File: config.mk
export PLATFORM = sky130hd
export DESIGN_NAME = ccbt_top
export DESIGN_NICKNAME = d
export VERILOG_FILES = /design/src/ccbt_pkg.sv /design/src/ccbt_half_gen.sv /design/src/ccbt_top.sv
export VERILOG_INCLUDE_DIRS = /design/src
export SDC_FILE = /design/constraint.sdc
export NUM_CORES = 1
export LEC_CHECK = 0
export ABC_AREA = 0
export ABC_CLOCK_PERIOD_IN_PS = 5400
export BUFFER_PORTS_ARGS = -buffer_cell sky130_fd_sc_hd__buf_2
export CORE_UTILIZATION = 25
export DETAILED_ROUTE_END_ITERATION = 7
export GPL_TIMING_DRIVEN = 0
export PLACE_DENSITY = 0.47
export SKIP_CTS_REPAIR_TIMING = 1
export SLEW_MARGIN = 20
export SYNTH_ARGS = -nofsm -noshare
export SYNTH_HDL_FRONTEND = slang
export SYNTH_HIERARCHICAL = 1
export SYNTH_SLANG_ARGS = --single-unit
File: constraint.sdc
create_clock -name clk_sys -period 5.4 [get_ports clk_sys]
set_clock_uncertainty 0.15 [all_clocks]
set_input_delay 0.27 -clock clk_sys [delete_from_list [all_inputs] [get_ports clk_sys]]
set_output_delay 0.27 -clock clk_sys [all_outputs]
set_load 0.02 [all_outputs]
File: src/ccbt_params.svh
`ifndef CCBT_PARAMS_SVH
`define CCBT_PARAMS_SVH
// ============================================================
// register offsets (byte addresses)
`define CCBT_OFS_CTRL 8'h00
`define CCBT_OFS_BUSCFG 8'h04
`define CCBT_OFS_STATUS 8'h08
`define CCBT_OFS_MEAS 8'h0C
// ============================================================
// field positions
`define CCBT_CTRL_START 0
`define CCBT_CTRL_WRITE 1
`define CCBT_CFG_WAIT_LSB 0
`define CCBT_CFG_WAIT_MSB 3
`define CCBT_CFG_TRI 4
`define CCBT_CFG_ALEEXT 5
`define CCBT_CFG_RWDLY 6
`define CCBT_ST_DONE 3
// ============================================================
// reset values
`define CCBT_RST_WAIT 4'hF
`define CCBT_RST_TRI 1'h1
`define CCBT_RST_ALEEXT 1'h0
`define CCBT_RST_RWDLY 1'h0
`define CCBT_HALF_INIT 12'h004
// ============================================================
// timing constants: half-period counts, wait and tristate field tops, and the span shift
`define CCBT_BASE_HP 7'h06
`define CCBT_WAIT_TOP 7'h0F
`define CCBT_TRI_TOP 7'h01
`define CCBT_STRB_DLY_HP 7'h02
`define CCBT_STRB_NODLY_HP 7'h03
`define CCBT_RECOV_HP 7'h02
`define CCBT_SPAN_SHIFT 4
`endif

File: src/ccbt_pkg.sv
package ccbt_pkg;
  // bus configuration word, latched at the start of every cycle
  typedef struct packed {
    logic rwDelay;
    logic aleExt;
    logic tristate;
    logic [3:0] waitField;
  } ccbt_buscfg_s;

  typedef enum logic [2:0] {
    ST_IDLE,
    ST_ALEHI,
    ST_EXT,
    ST_GAP,
    ST_STROBE,
    ST_RECOV
  } ccbt_state_e;
endpackage : ccbt_pkg

File: src/ccbt_half_gen.sv
`timescale 1ns/1ps
`include "ccbt_params.svh"
module ccbt_half_gen import ccbt_pkg::*; #(
  parameter int CNT_W = 12
) (
  input wire logic clk_sys,
  input wire logic rst,
  input wire logic pllMode,
  input wire logic xtalIn,
  output logic halfTick,
  output logic cpuClk,
  output logic [CNT_W-1:0] halfLen,
  output logic [CNT_W-1:0] spanLen
);
  logic xtalPrev_reg;
  logic cpuClk_reg;
  logic [CNT_W-1:0] halfCnt_reg;
  logic [CNT_W-1:0] halfLen_reg;
  logic [CNT_W-1:0] spanCnt_reg;
  logic [CNT_W-1:0] spanLen_reg;
  logic [1:0] edgeCnt_reg;
  logic [CNT_W-1:0] halfLen_next;
  logic [CNT_W-1:0] target;
  logic [CNT_W-1:0] spanNow;

  // ============================================================
  // edge and boundary decode
  wire xtalEdge = xtalIn != xtalPrev_reg;
  wire realign = pllMode && xtalEdge && edgeCnt_reg == 2'h3;
  wire hpEnd = pllMode && (halfCnt_reg >= halfLen_reg - CNT_W'(1));
  assign halfTick = pllMode ? (realign || hpEnd) : xtalEdge;
  assign spanNow = spanCnt_reg + CNT_W'(1);
  // span of four transitions holds sixteen half-periods
  assign target = (spanNow >> `CCBT_SPAN_SHIFT) == '0 ? CNT_W'(1) : spanNow >> `CCBT_SPAN_SHIFT;

  // step by one
  // a single count per realign keeps the clock from jumping in frequency
  assign halfLen_next = !realign ? halfLen_reg :
                        (halfLen_reg < target) ? halfLen_reg + CNT_W'(1) :
                        (halfLen_reg > target && halfLen_reg > CNT_W'(1)) ?
                        halfLen_reg - CNT_W'(1) : halfLen_reg;

  // ============================================================
  // input clock tracking
  always_ff @(posedge clk_sys) begin
    // tracked through reset too, so no false edge follows the release
    xtalPrev_reg <= xtalIn;
    if (rst) begin
      edgeCnt_reg <= 2'h0;
      spanCnt_reg <= '0;
      spanLen_reg <= '0;
    end else begin
      if (xtalEdge) edgeCnt_reg <= edgeCnt_reg + 2'h1;
      if (realign) begin
        spanCnt_reg <= '0;
        spanLen_reg <= spanNow;
      end else if (spanCnt_reg != '1) begin
        spanCnt_reg <= spanNow;
      end
    end
  end

  // ============================================================
  // cpu clock generation
  always_ff @(posedge clk_sys) begin
    if (rst) begin
      cpuClk_reg <= 1'h0;
      halfCnt_reg <= '0;
      halfLen_reg <= `CCBT_HALF_INIT;
    end else begin
      halfLen_reg <= halfLen_next;
      if (!pllMode) begin
        cpuClk_reg <= xtalIn;
        halfCnt_reg <= '0;
      end else if (realign) begin
        cpuClk_reg <= 1'h1;
        halfCnt_reg <= '0;
      end else if (hpEnd) begin
        cpuClk_reg <= !cpuClk_reg;
        halfCnt_reg <= '0;
      end else begin
        halfCnt_reg <= halfCnt_reg + CNT_W'(1);
      end
    end
  end

  assign cpuClk = cpuClk_reg;
  assign halfLen = halfLen_reg;
  assign spanLen = spanLen_reg;

  // ============================================================
  // checks
  AST_DIRECT_FOLLOW: assert property (@(posedge clk_sys) disable iff (rst)
    !pllMode && !$past(pllMode) |=> cpuClk == $past(xtalIn))
    else $error("direct mode clock does not follow input");
  AST_DIRECT_TICK: assert property (@(posedge clk_sys) disable iff (rst)
    !pllMode |-> (halfTick == (xtalIn != $past(xtalIn))))
    else $error("direct half-period not tied to input edge");
  AST_PLL_SMOOTH: assert property (@(posedge clk_sys) disable iff (rst)
    halfLen_reg != $past(halfLen_reg) |-> $past(realign) &&
    (halfLen_reg == $past(halfLen_reg) + CNT_W'(1) || halfLen_reg == $past(halfLen_reg) - CNT_W'(1)))
    else $error("pll half length stepped abruptly");
  AST_PLL_REALIGN: assert property (@(posedge clk_sys) disable iff (rst)
    realign |=> cpuClk && halfCnt_reg == '0)
    else $error("pll clock not realigned to input");
  AST_PLL_ODD: assert property (@(posedge clk_sys) disable iff (rst)
    pllMode && hpEnd && !realign |=> cpuClk != $past(cpuClk))
    else $error("pll half-period end without clock toggle");
endmodule : ccbt_half_gen

File: src/ccbt_top.sv
// Decided for this implementation: the register offsets and register access over APB.
`timescale 1ns/1ps
`include "ccbt_params.svh"
module ccbt_top import ccbt_pkg::*; #(
  parameter int CNT_W = 12
) (
  input wire logic clk_sys,
  input wire logic rst,
  input wire logic clockModeStrap,
  input wire logic xtalIn,
  input wire logic psel,
  input wire logic penable,
  input wire logic pwrite,
  input wire logic [7:0] paddr,
  input wire logic [31:0] pwdata,
  output logic [31:0] prdata,
  output logic pready,
  output logic pslverr,
  output logic cpuClk,
  output logic pllEnable,
  output logic busAle,
  output logic busRdWrStrobe,
  output logic busWriteCycle,
  output logic busAddrOe,
  output logic busCycleDone
);
  logic pllMode_reg;
  ccbt_buscfg_s cfg_reg;
  ccbt_buscfg_s cyc_reg;
  ccbt_state_e state_reg;
  ccbt_state_e state_next;
  logic [5:0] phCnt_reg;
  logic [5:0] phCnt_next;
  logic [6:0] hpCnt_reg;
  logic startPend_reg;
  logic writeReq_reg;
  logic doneFlag_reg;
  logic [7:0] cycCount_reg;
  logic [31:0] prdata_reg;
  logic ale_reg;
  logic strobe_reg;
  logic addrOe_reg;
  logic write_reg;
  logic done_reg;
  logic halfTick;
  logic [CNT_W-1:0] halfLen;
  logic [CNT_W-1:0] spanLen;

  // ============================================================
  // half-period source
  ccbt_half_gen #(.CNT_W(CNT_W)) u_half (
    .clk_sys(clk_sys),
    .rst(rst),
    .pllMode(pllMode_reg),
    .xtalIn(xtalIn),
    .halfTick(halfTick),
    .cpuClk(cpuClk),
    .halfLen(halfLen),
    .spanLen(spanLen)
  );

  // ============================================================
  // clock mode strap
  // latch at reset
  // sampled on every edge while reset is held, frozen from release onward
  always_ff @(posedge clk_sys) begin
    if (rst) pllMode_reg <= clockModeStrap;
  end
  assign pllEnable = pllMode_reg;

  // ============================================================
  // APB decode
  wire setup = psel && !penable;
  wire access = psel && penable;
  wire hitCtrl = paddr == `CCBT_OFS_CTRL;
  wire hitCfg = paddr == `CCBT_OFS_BUSCFG;
  wire hitStat = paddr == `CCBT_OFS_STATUS;
  wire hitMeas = paddr == `CCBT_OFS_MEAS;
  wire hit = hitCtrl || hitCfg || hitStat || hitMeas;
  wire wrEn = access && pwrite && hit;
  wire startWr = wrEn && hitCtrl && pwdata[`CCBT_CTRL_START];
  wire doneClr = wrEn && hitStat && pwdata[`CCBT_ST_DONE];
  wire busy = state_reg != ST_IDLE;
  wire [31:0] statWord = {16'h0000, cycCount_reg, 4'h0, doneFlag_reg, cpuClk, pllMode_reg, busy};
  wire [31:0] measWord = {{(16 - CNT_W){1'b0}}, spanLen, {(16 - CNT_W){1'b0}}, halfLen};
  wire [31:0] rdMux = hitCtrl ? {30'h0, writeReq_reg, startPend_reg} :
                      hitCfg ? {25'h0, cfg_reg} :
                      hitStat ? statWord :
                      hitMeas ? measWord : 32'h0000_0000;
  // zero wait states: read data is registered during the setup cycle
  assign pready = access;
  assign pslverr = access && !hit;
  assign prdata = prdata_reg;

  // ============================================================
  // software registers
  always_ff @(posedge clk_sys) begin
    if (rst) begin
      cfg_reg <= '{rwDelay: `CCBT_RST_RWDLY, aleExt: `CCBT_RST_ALEEXT,
                   tristate: `CCBT_RST_TRI, waitField: `CCBT_RST_WAIT};
      writeReq_reg <= 1'h0;
      prdata_reg <= 32'h0000_0000;
    end else begin
      if (wrEn && hitCfg) cfg_reg <= pwdata[6:0];
      if (startWr) writeReq_reg <= pwdata[`CCBT_CTRL_WRITE];
      if (setup) prdata_reg <= rdMux;
    end
  end

  // start request and done flag: the set (software start, hardware done) wins over the clear
  always_ff @(posedge clk_sys) begin
    if (rst) begin
      startPend_reg <= 1'h0;
      doneFlag_reg <= 1'h0;
      cycCount_reg <= 8'h00;
    end else begin
      if (startWr) startPend_reg <= 1'h1;
      else if (state_reg == ST_IDLE && halfTick) startPend_reg <= 1'h0;
      if (done_reg) doneFlag_reg <= 1'h1;
      else if (doneClr) doneFlag_reg <= 1'h0;
      if (done_reg) cycCount_reg <= cycCount_reg + 8'h01;
    end
  end

  // ============================================================
  // phase lengths in half-periods, loaded into the phase counter minus one
  // stretch terms
  wire [6:0] extHp = {6'h00, cyc_reg.aleExt};
  wire [6:0] waitHp = (`CCBT_WAIT_TOP - {3'h0, cyc_reg.waitField}) << 1;
  wire [6:0] triHp = (`CCBT_TRI_TOP - {6'h00, cyc_reg.tristate}) << 1;
  wire [6:0] dlyHp = {6'h00, cyc_reg.rwDelay};
  wire [6:0] strbHp = (cyc_reg.rwDelay ? `CCBT_STRB_DLY_HP : `CCBT_STRB_NODLY_HP) + waitHp;
  wire [6:0] recHp = `CCBT_RECOV_HP + triHp;
  wire [6:0] totalHp = `CCBT_BASE_HP + (extHp << 1) + waitHp + triHp;
  wire phEnd = halfTick && phCnt_reg == 6'h00;

  // ============================================================
  // bus cycle sequencer
  always_comb begin
    state_next = state_reg;
    phCnt_next = phCnt_reg;
    if (halfTick) phCnt_next = phCnt_reg - 6'h01;
    unique case (state_reg)
      ST_IDLE: begin
        phCnt_next = 6'h00;
        if (halfTick && startPend_reg) begin
          state_next = ST_ALEHI;
          phCnt_next = {5'h00, cfg_reg.aleExt};
        end
      end
      ST_ALEHI: begin
        if (phEnd && cyc_reg.aleExt) begin
          state_next = ST_EXT;
          phCnt_next = extHp[5:0] - 6'h01;
        end else if (phEnd && cyc_reg.rwDelay) begin
          state_next = ST_GAP;
          phCnt_next = 6'h00;
        end else if (phEnd) begin
          state_next = ST_STROBE;
          phCnt_next = strbHp[5:0] - 6'h01;
        end
      end
      ST_EXT: begin
        if (phEnd && cyc_reg.rwDelay) begin
          state_next = ST_GAP;
          phCnt_next = 6'h00;
        end else if (phEnd) begin
          state_next = ST_STROBE;
          phCnt_next = strbHp[5:0] - 6'h01;
        end
      end
      ST_GAP: begin
        if (phEnd) begin
          state_next = ST_STROBE;
          phCnt_next = strbHp[5:0] - 6'h01;
        end
      end
      ST_STROBE: begin
        if (phEnd) begin
          state_next = ST_RECOV;
          phCnt_next = recHp[5:0] - 6'h01;
        end
      end
      ST_RECOV: begin
        if (phEnd) state_next = ST_IDLE;
      end
    endcase
  end

  // address release
  // without delay the address overlaps the first strobe half-period
  wire firstStrobe = state_next == ST_STROBE && phCnt_next == strbHp[5:0] - 6'h01;
  wire addrNext = state_next == ST_ALEHI || state_next == ST_EXT || state_next == ST_GAP ||
                  (firstStrobe && !cyc_reg.rwDelay);

  // state, configuration snapshot and pin levels
  always_ff @(posedge clk_sys) begin
    if (rst) begin
      state_reg <= ST_IDLE;
      phCnt_reg <= 6'h00;
      cyc_reg <= '0;
      ale_reg <= 1'h0;
      strobe_reg <= 1'h0;
      addrOe_reg <= 1'h0;
      write_reg <= 1'h0;
      done_reg <= 1'h0;
    end else begin
      state_reg <= state_next;
      phCnt_reg <= phCnt_next;
      if (state_reg == ST_IDLE && halfTick && startPend_reg) begin
        cyc_reg <= cfg_reg;
        write_reg <= writeReq_reg;
      end
      ale_reg <= state_next == ST_ALEHI;
      strobe_reg <= state_next == ST_STROBE;
      addrOe_reg <= addrNext;
      done_reg <= state_reg == ST_RECOV && phEnd;
    end
  end

  // half-periods elapsed in the current cycle, for the phase checks
  always_ff @(posedge clk_sys) begin
    if (rst || state_reg == ST_IDLE) hpCnt_reg <= 7'h00;
    else if (halfTick) hpCnt_reg <= hpCnt_reg + 7'h01;
  end

  assign busAle = ale_reg;
  assign busRdWrStrobe = strobe_reg;
  assign busAddrOe = addrOe_reg;
  assign busWriteCycle = write_reg;
  assign busCycleDone = done_reg;

  // ============================================================
  // checks
  // hpCnt_reg counts half-period ticks from the latch rise, zero while idle,
  // so every phase check below is a count of ticks at the edge it names
  // the first edge after a release is skipped: the strap is still being caught there
  AST_MODE_HELD: assert property (@(posedge clk_sys) disable iff (rst)
    !$past(rst) |-> $stable(pllMode_reg))
    else $error("clock mode changed outside reset");
  AST_ALE_HIGH: assert property (@(posedge clk_sys) disable iff (rst)
    $fell(ale_reg) |-> hpCnt_reg == 7'h01 + extHp)
    else $error("latch strobe high time wrong");
  AST_STRB_START: assert property (@(posedge clk_sys) disable iff (rst)
    $rose(strobe_reg) |-> hpCnt_reg == 7'h01 + (extHp << 1) + dlyHp && !ale_reg)
    else $error("strobe start misplaced after latch fall");
  AST_STRB_LEN: assert property (@(posedge clk_sys) disable iff (rst)
    $fell(strobe_reg) |-> hpCnt_reg == 7'h01 + (extHp << 1) + dlyHp + strbHp)
    else $error("strobe length wrong");
  AST_ADDR_HOLD: assert property (@(posedge clk_sys) disable iff (rst)
    $fell(addrOe_reg) |-> hpCnt_reg == 7'h02 + (extHp << 1))
    else $error("address hold after latch fall wrong");
  AST_ADDR_SETUP: assert property (@(posedge clk_sys) disable iff (rst)
    ale_reg |-> addrOe_reg && (!$rose(ale_reg) || $rose(addrOe_reg)))
    else $error("address not driven around latch strobe");
  AST_CYCLE_LEN: assert property (@(posedge clk_sys) disable iff (rst)
    state_reg == ST_RECOV && phEnd |=> done_reg && hpCnt_reg == totalHp)
    else $error("bus cycle length wrong");
  AST_ADDR_RELEASE: assert property (@(posedge clk_sys) disable iff (rst)
    $rose(strobe_reg) |-> addrOe_reg == !cyc_reg.rwDelay)
    else $error("address release against strobe start wrong");
  AST_STRB_NO_ALE: assert property (@(posedge clk_sys) disable iff (rst)
    strobe_reg |-> !ale_reg && !done_reg)
    else $error("strobe overlaps latch strobe or cycle end");
  AST_DONE_PULSE: assert property (@(posedge clk_sys) disable iff (rst)
    done_reg |=> !done_reg)
    else $error("cycle done pulse longer than one clock");
  AST_IDLE_QUIET: assert property (@(posedge clk_sys) disable iff (rst)
    state_reg == ST_IDLE |-> !ale_reg && !strobe_reg && !addrOe_reg)
    else $error("bus pins active while idle");
  // scenarios worth seeing at least once
  COV_PLL_CYCLE: cover property (@(posedge clk_sys) disable iff (rst)
    pllMode_reg && done_reg);
  COV_DELAY_CYCLE: cover property (@(posedge clk_sys) disable iff (rst)
    done_reg && cyc_reg.rwDelay && cyc_reg.aleExt);
  COV_WAIT_CYCLE: cover property (@(posedge clk_sys) disable iff (rst)
    done_reg && cyc_reg.waitField == 4'h0 && !cyc_reg.tristate);
  COV_DIRECT_CYCLE: cover property (@(posedge clk_sys) disable iff (rst)
    !pllMode_reg && done_reg);
  COV_EXT_NODELAY: cover property (@(posedge clk_sys) disable iff (rst)
    done_reg && cyc_reg.aleExt && !cyc_reg.rwDelay);
endmodule : ccbt_top

==> results of run 1 <==
## layout make-up
cell class              instances  area (um2)  share of cell area [%]
flip-flops and latches        120        2412                   31.37
plain buffers                  45       222.7                   2.896
well taps                     324       405.4                   5.272
inverters                      19       71.32                  0.9274
clock buffers                  24       481.7                   6.264
repair buffers                 64       355.3                   4.621
multi-input cells             555        3669                   47.71
clock inverters                 8       72.57                  0.9437
## routing by layer
layer / global-route usage [%] / share of wire (%) / vias to the layer above
met1: 20.21 / 48 / 2633
met5: 0 / 0 / -
met4: 4.846 / 1.6 / 0
li1: - / - / 2817
met3: 2.671 / 4.0 / 21
met2: 24.47 / 47 / 145
## metrics by stage
step / hold slack (ns) / setup WS, ns / cell area, um2 / util [%]
3_3_place_gp: 0.2924 / 0.1011 / 7047 / 28.64
4_1_cts: -0.1492 / 0.09869 / 7601 / 30.89
5_1_grt: 0.07854 / 0.01399 / 7690 / 31.25
2_1_floorplan: 0.1477 / 1.163 / 6356 / -
3_5_place_dp: 0.2940 / 0.1271 / 7047 / 28.64
6_report: 0.06877 / 0.2073 / 7690 / 31.25
## worst paths after layout
kind	endpoint	slack, ns	depth (start not counted)
setup reg to reg	busAddrOe	0.21	18
hold / removal	doneFlag_reg	0.07	4
setup / recovery	busAddrOe	0.21	18
hold reg to reg	prdata[11]	0.31	2
## power by group
group          switching (mW)  total [mW]  internal, mW
Clock                   0.406        1.07         0.665
Combinational          0.0899       0.142        0.0519
Sequential             0.0117       0.908         0.897
Total                   0.507        2.12          1.61
## cell usage after synthesis, drive strengths merged (4+ instances only)
cell and instances:
ha 29, clkbuf 29, a21oi 54, or4 5
nand3 23, nor4 5, a22oi 25, a211o 6
xnor2 27, nand4 13, nand2 46, a211oi 15
and2 6, inv 19, xor2 26, a2111oi 4
and3 18, nor3b 5, nor2 106, a21o 6
mux2i 16, or3 9, o21ai 28, nand2b 5
dfxtp 119, nor2b 11, a31oi 4, buf 16
nor3 15
## worst min-delay path, cell delays in order
cell and delay [ns]:
buf_2 0.12, nand4_1 0.07, a21oi_1 0.06, nor2_1 0.08
## logic make-up after synthesis
| family | Yosys count |
|---|---|
| and+or+nand+nor | 278 |
| AOI/OAI and AO/OA | 170 |
| DFF | 120 |
| buffers and inverters | 64 |
| xor gates and xnor gates | 53 |
| adders and majority gates | 29 |
| muxes | 21 |
| other | 1 |
==> out/results.tsv, run 1 <==
stage	metric	value	unit
hold_path	hp-class	in -> reg	
sta	period_share	96.16	%
cts	clock_path_buffers	2	
global_route	grt_use_total	15.09	%
yosys	synth.top_cell.area_share	37.55	%
yosys	synthFlopType	dfxtp_1	
yosys	syn_area_per_cell	8.621	um2
global_route	antenna_found_initial	0	
sta	relSlewSlack	36.79	%
yosys	yosys.area_share.simple	22.03	%
yosys	synth_xor_area_share	7.316	%
yosys	synth_edf_count	1	
yosys	synth_cells	736	
route	antenna_left	0	
yosys	synth_fa_ha_area_share	5.719	%
critical_path	crit_family	simple AND/OR/NAND/NOR gates	
floorplan	ios	88	
power_and_ir_drop	total_power	2.121	mW
yosys	synth.area.mux_share	3.767	%
hold_path	hp-start	pwdata[3]	
layout	drive_above_1_share	15.21	%
yosys	netlist_top_cells_area	dfxtp_1, nor2_1, ha_1, a21oi_1, xnor2_1	
yosys	synth_seq_cells	120	
global_route	grt_max_degree	17	
yosys	synth_cell_types	78	
floorplan	die-height	161.3	um
placement	gp_congestion	0.8774	
route	wl_per_cell	16.32	um
flow_run	cap_violations	0	
critical_path	cp_max_fo	10	
status	status	finished clean	
yosys	synth_top_area_cell	dfxtp_1	
yosys	syn-cell-area	0.006345	mm2
route	via_per_inst	4.846	
route	wl	18.91	mm
yosys	seq_area_frac_synth	38.02	%
route	remaining_drc_errors	0	
critical_path	slowest_stage	a2111oi_2	
power_and_ir_drop	p_leak	3.050	nW
layout	nets	898	
cts	clkSinkCount	120	
sta	finalSetupViolCount	0	
floorplan	core_area	0.02460	mm2
floorplan	die_area	0.02602	mm2
route	drtIter0Drc	391	
global_route	grt_overflow_total	0	
yosys	ys_async_sr_fraction	0	%
floorplan	initial_utilization	25.79	%
placement	dp_cells	1120	
yosys	synth_top_family_by_area	simple AND/OR/NAND/NOR gates	
critical_path	worstSetupPathType	reg -> reg	
layout	final_cells	1159	
critical_path	worstReg2RegStart	u_half/halfLen[3]	
yosys	synth_compound_area_share	18.46	%
power_and_ir_drop	vdd.ir_drop.worst	0.0002012	V
layout	final_common_cell	dfxtp_1	
cts	cts_inserted_buffers	17	
critical_path	crit_start	u_half/halfLen[3]	
placement	hpwl	14.18	mm
layout	antenna_cells	0	
critical_path	crit_arrival	5.40	ns
layout	largest_register_ffs	28	
sta	hold_viol	0	
critical_path	worstSetupStartpointType	flip-flop	
critical_path	path_buf_inv	2	
global_route	grt_pass1_wl	30.32	mm
route	first_pass_iters	5	
sta	rsz0062_at_grt	false	
layout	layout_common_cells	dfxtp_1, nor2_1, buf_2	
critical_path	slowest_delay	0.54	ns
sta	tightest_slew	0.9410	ns
critical_path	required	5.61	ns
placement	port_buffers	57	
critical_path	crit_chain	buf_2 > nor4_2 > nand4_1 > or3_1 > xor2_1 > ha_1 > nand4_1 > nor3_1 > a2111oi_2 > o21ai_0 > buf_4 > nand2_1 > nor2_1 > nand2_1 > o21ai_0 > a211o_1 > a2111oi_2 > a41o_1	
cts	cts_tree	yes	
sta	timing.fmax	192.6	MHz
power_and_ir_drop	powerDensity	275.8	mW/mm2
yosys	yosysWarningCount	6	
global_route	grt_pass1_vias	5437	
sta	post-route-min-period	5.193	ns
route	via_count	5616	
cts	cts_max_level	4	
critical_path	critPathCaptureType	flip-flop	
layout	syn2layout_area_growth	21.20	%
floorplan	chipWidth	161.3	um
layout	nFillCells	2639	
cts	root_buffer	clkbuf_16	
sta	slew_violations	0	
cts	clk_pin_slew	0.06	ns
sta	tns	0	ns
floorplan	rows	57	
cts	clock_latency	0.42	ns
Note: power is estimated with default switching activity, not from simulation.
==> run 2, diff against run 1 <==
Settings changed: CORE_UTILIZATION 25 to 31, PLACE_DENSITY 0.47 to 0.54.
==> run 2 against run 1 <==
Against the previous run: via count down 0.39%; count of clock-buffer cells in the layout down 3; combinational power about the same; first-iteration DRC count down 26%; die area down 19%; sequential share of layout area up 0.34 points; register-to-register slack better by 0.16 ns; core utilization up 7.2 points; final cell count down 5.2%; critical path depth unchanged; the flow now finishes with violations (negative hold slack).
==> out/results.tsv, run 2 (synthesis results as in run 1) <==
stage	metric	value	unit
cts	cts_inserted_buffers	17	
critical_path	worstSetupStartpointType	flip-flop	
power_and_ir_drop	p_leak	3.052	nW
hold_path	hp-class	in -> reg	
layout	largest_register_ffs	28	
cts	cts_tree	yes	
route	wl	17.88	mm
critical_path	worstSetupPathType	reg -> reg	
cts	root_buffer	clkbuf_16	
sta	hold_viol	2	
placement	port_buffers	57	
power_and_ir_drop	powerDensity	279.6	mW/mm2
power_and_ir_drop	power.internal	1.603	mW
sta	relSlewSlack	34.60	%
cts	clock_path_buffers	2	
critical_path	r2r_slack	0.36	ns
floorplan	rows	51	
layout	syn2layout_area_growth	19.92	%
route	via_per_inst	5.090	
layout	drive_above_1_share	15.35	%
global_route	grt_pass1_vias	5350	
layout	layout_common_cells	dfxtp_1, nor2_1, buf_2	
global_route	grt_use_total	17.59	%
placement	gp_congestion	0.9060	
sta	post-route-min-period	5.037	ns
floorplan	core_area	0.01978	mm2
power_and_ir_drop	clkPwrFrac	50.8	%
sta	slew_violations	0	
sta	whs	-0.01155	ns
layout	antenna_cells	0	
layout	final_area	0.007609	mm2
floorplan	die_area	0.02104	mm2
floorplan	die-height	145.1	um
global_route	grt_overflow_total	0	
critical_path	slowest_stage	a2111oi_2	
global_route	grt_pass1_wl	29.28	mm
placement	dpl_cell_area	0.006973	mm2
sta	rsz0062_at_grt	false	
critical_path	critPathCaptureType	flip-flop	
sta	timing.fmax	198.5	MHz
route	remaining_drc_errors	0	
cts	clock_latency	0.42	ns
cts	clk_pin_slew	0.06	ns
critical_path	required	5.61	ns
critical_path	cp_max_fo	10	
sta	period_share	93.28	%
critical_path	crit_arrival	5.25	ns
critical_path	slowest_delay	0.46	ns
floorplan	ios	88	
cts	cts_max_level	4	
route	antenna_left	0	
power_and_ir_drop	p_sw	524.3	uW
layout	nets	897	
global_route	antenna_found_initial	0	
status	status	finished, violations left	
critical_path	crit_chain	buf_2 > nor4_2 > nand4_1 > or3_1 > xor2_1 > ha_1 > nand4_1 > nor3_1 > a2111oi_2 > o21ai_0 > buf_4 > nand2_1 > nor2_1 > nand2_1 > o21ai_0 > a211o_1 > a2111oi_2 > a41o_1	
sta	tns	0	ns
power_and_ir_drop	switching_share	24.65	%
sta	finalSetupViolCount	0	
power_and_ir_drop	seq_power_share	42.7	%
power_and_ir_drop	combPwrFrac	6.5	%
route	first_pass_iters	5	
floorplan	chipWidth	145.1	um
power_and_ir_drop	vdd.ir_drop.worst	0.0001669	V
global_route	grt_max_degree	17	
route	drtIter0Drc	289	
flow_run	cap_violations	0	
floorplan	initial_utilization	32.07	%
sta	tightest_slew	0.9736	ns
layout	final_common_cell	dfxtp_1	
cts	clkSinkCount	120	
placement	hpwl	13.24	mm
route	via_count	5594	
route	wl_per_cell	16.27	um
status	violations	negative hold slack	
run 2: stage by stage:
step	total power, mW	setup slack (ns)	std cells	util [%]
floorplan	1.015	1.163	739	-
global placement	1.061	0.2002	1061	35.25
detailed placement	1.061	0.2273	1061	35.25
CTS	2.141	0.1779	1093	38.07
global route	2.197	0.05406	1099	38.46
finish	2.127	0.3631	1099	38.46
run 2: worst paths after layout:
kind	end	from	cells after the start
worst max-delay path	busAddrOe	u_half/halfLen[3]	18
worst min-delay path	writeReq_reg	pwdata[1]	3
worst max register to register	busAddrOe	u_half/halfLen[3]	18
worst min register to register	prdata[10]	prdata[10]	2
run 2: layout make-up:
class	count	area, um2
inverter	19	71.32
fill	2085	12170
clock inverter	11	97.59
clock buffer	21	460.4
timing repair buffer	63	345.3
multi-input combinational	555	3667
sequential	120	2412
buffer	45	222.7
tap	265	331.6
run 2: per-layer routing:
metal	routed length [um]	up-vias	track usage, %
li1	-	2816	-
met1	8652	2615	23.68
met2	8145	139	27.86
met3	805	24	2.925
met4	276	0	7.053
met5	0	-	0
run 2: worst max-delay path: cells and delay by family, from the launching register on:
family / cells / cell delay, ns
AND/OR/NAND/NOR: 8 / 1.78
AO/OA/AOI/OAI: 6 / 1.65
buffers and inverters: 2 / 0.42
adder cells (fa/ha/maj): 1 / 0.31
flip-flops: 1 / 0.37
XOR/XNOR: 1 / 0.29
run 2: power groups by stage:
stage / Combinational, mW / Clock [mW] / Sequential (mW)
floorplan: 0.0907 / 0 / 0.924
global placement: 0.134 / 0 / 0.927
detailed placement: 0.134 / 0 / 0.927
CTS: 0.134 / 1.10 / 0.908
global route: 0.153 / 1.13 / 0.909
finish: 0.139 / 1.08 / 0.908
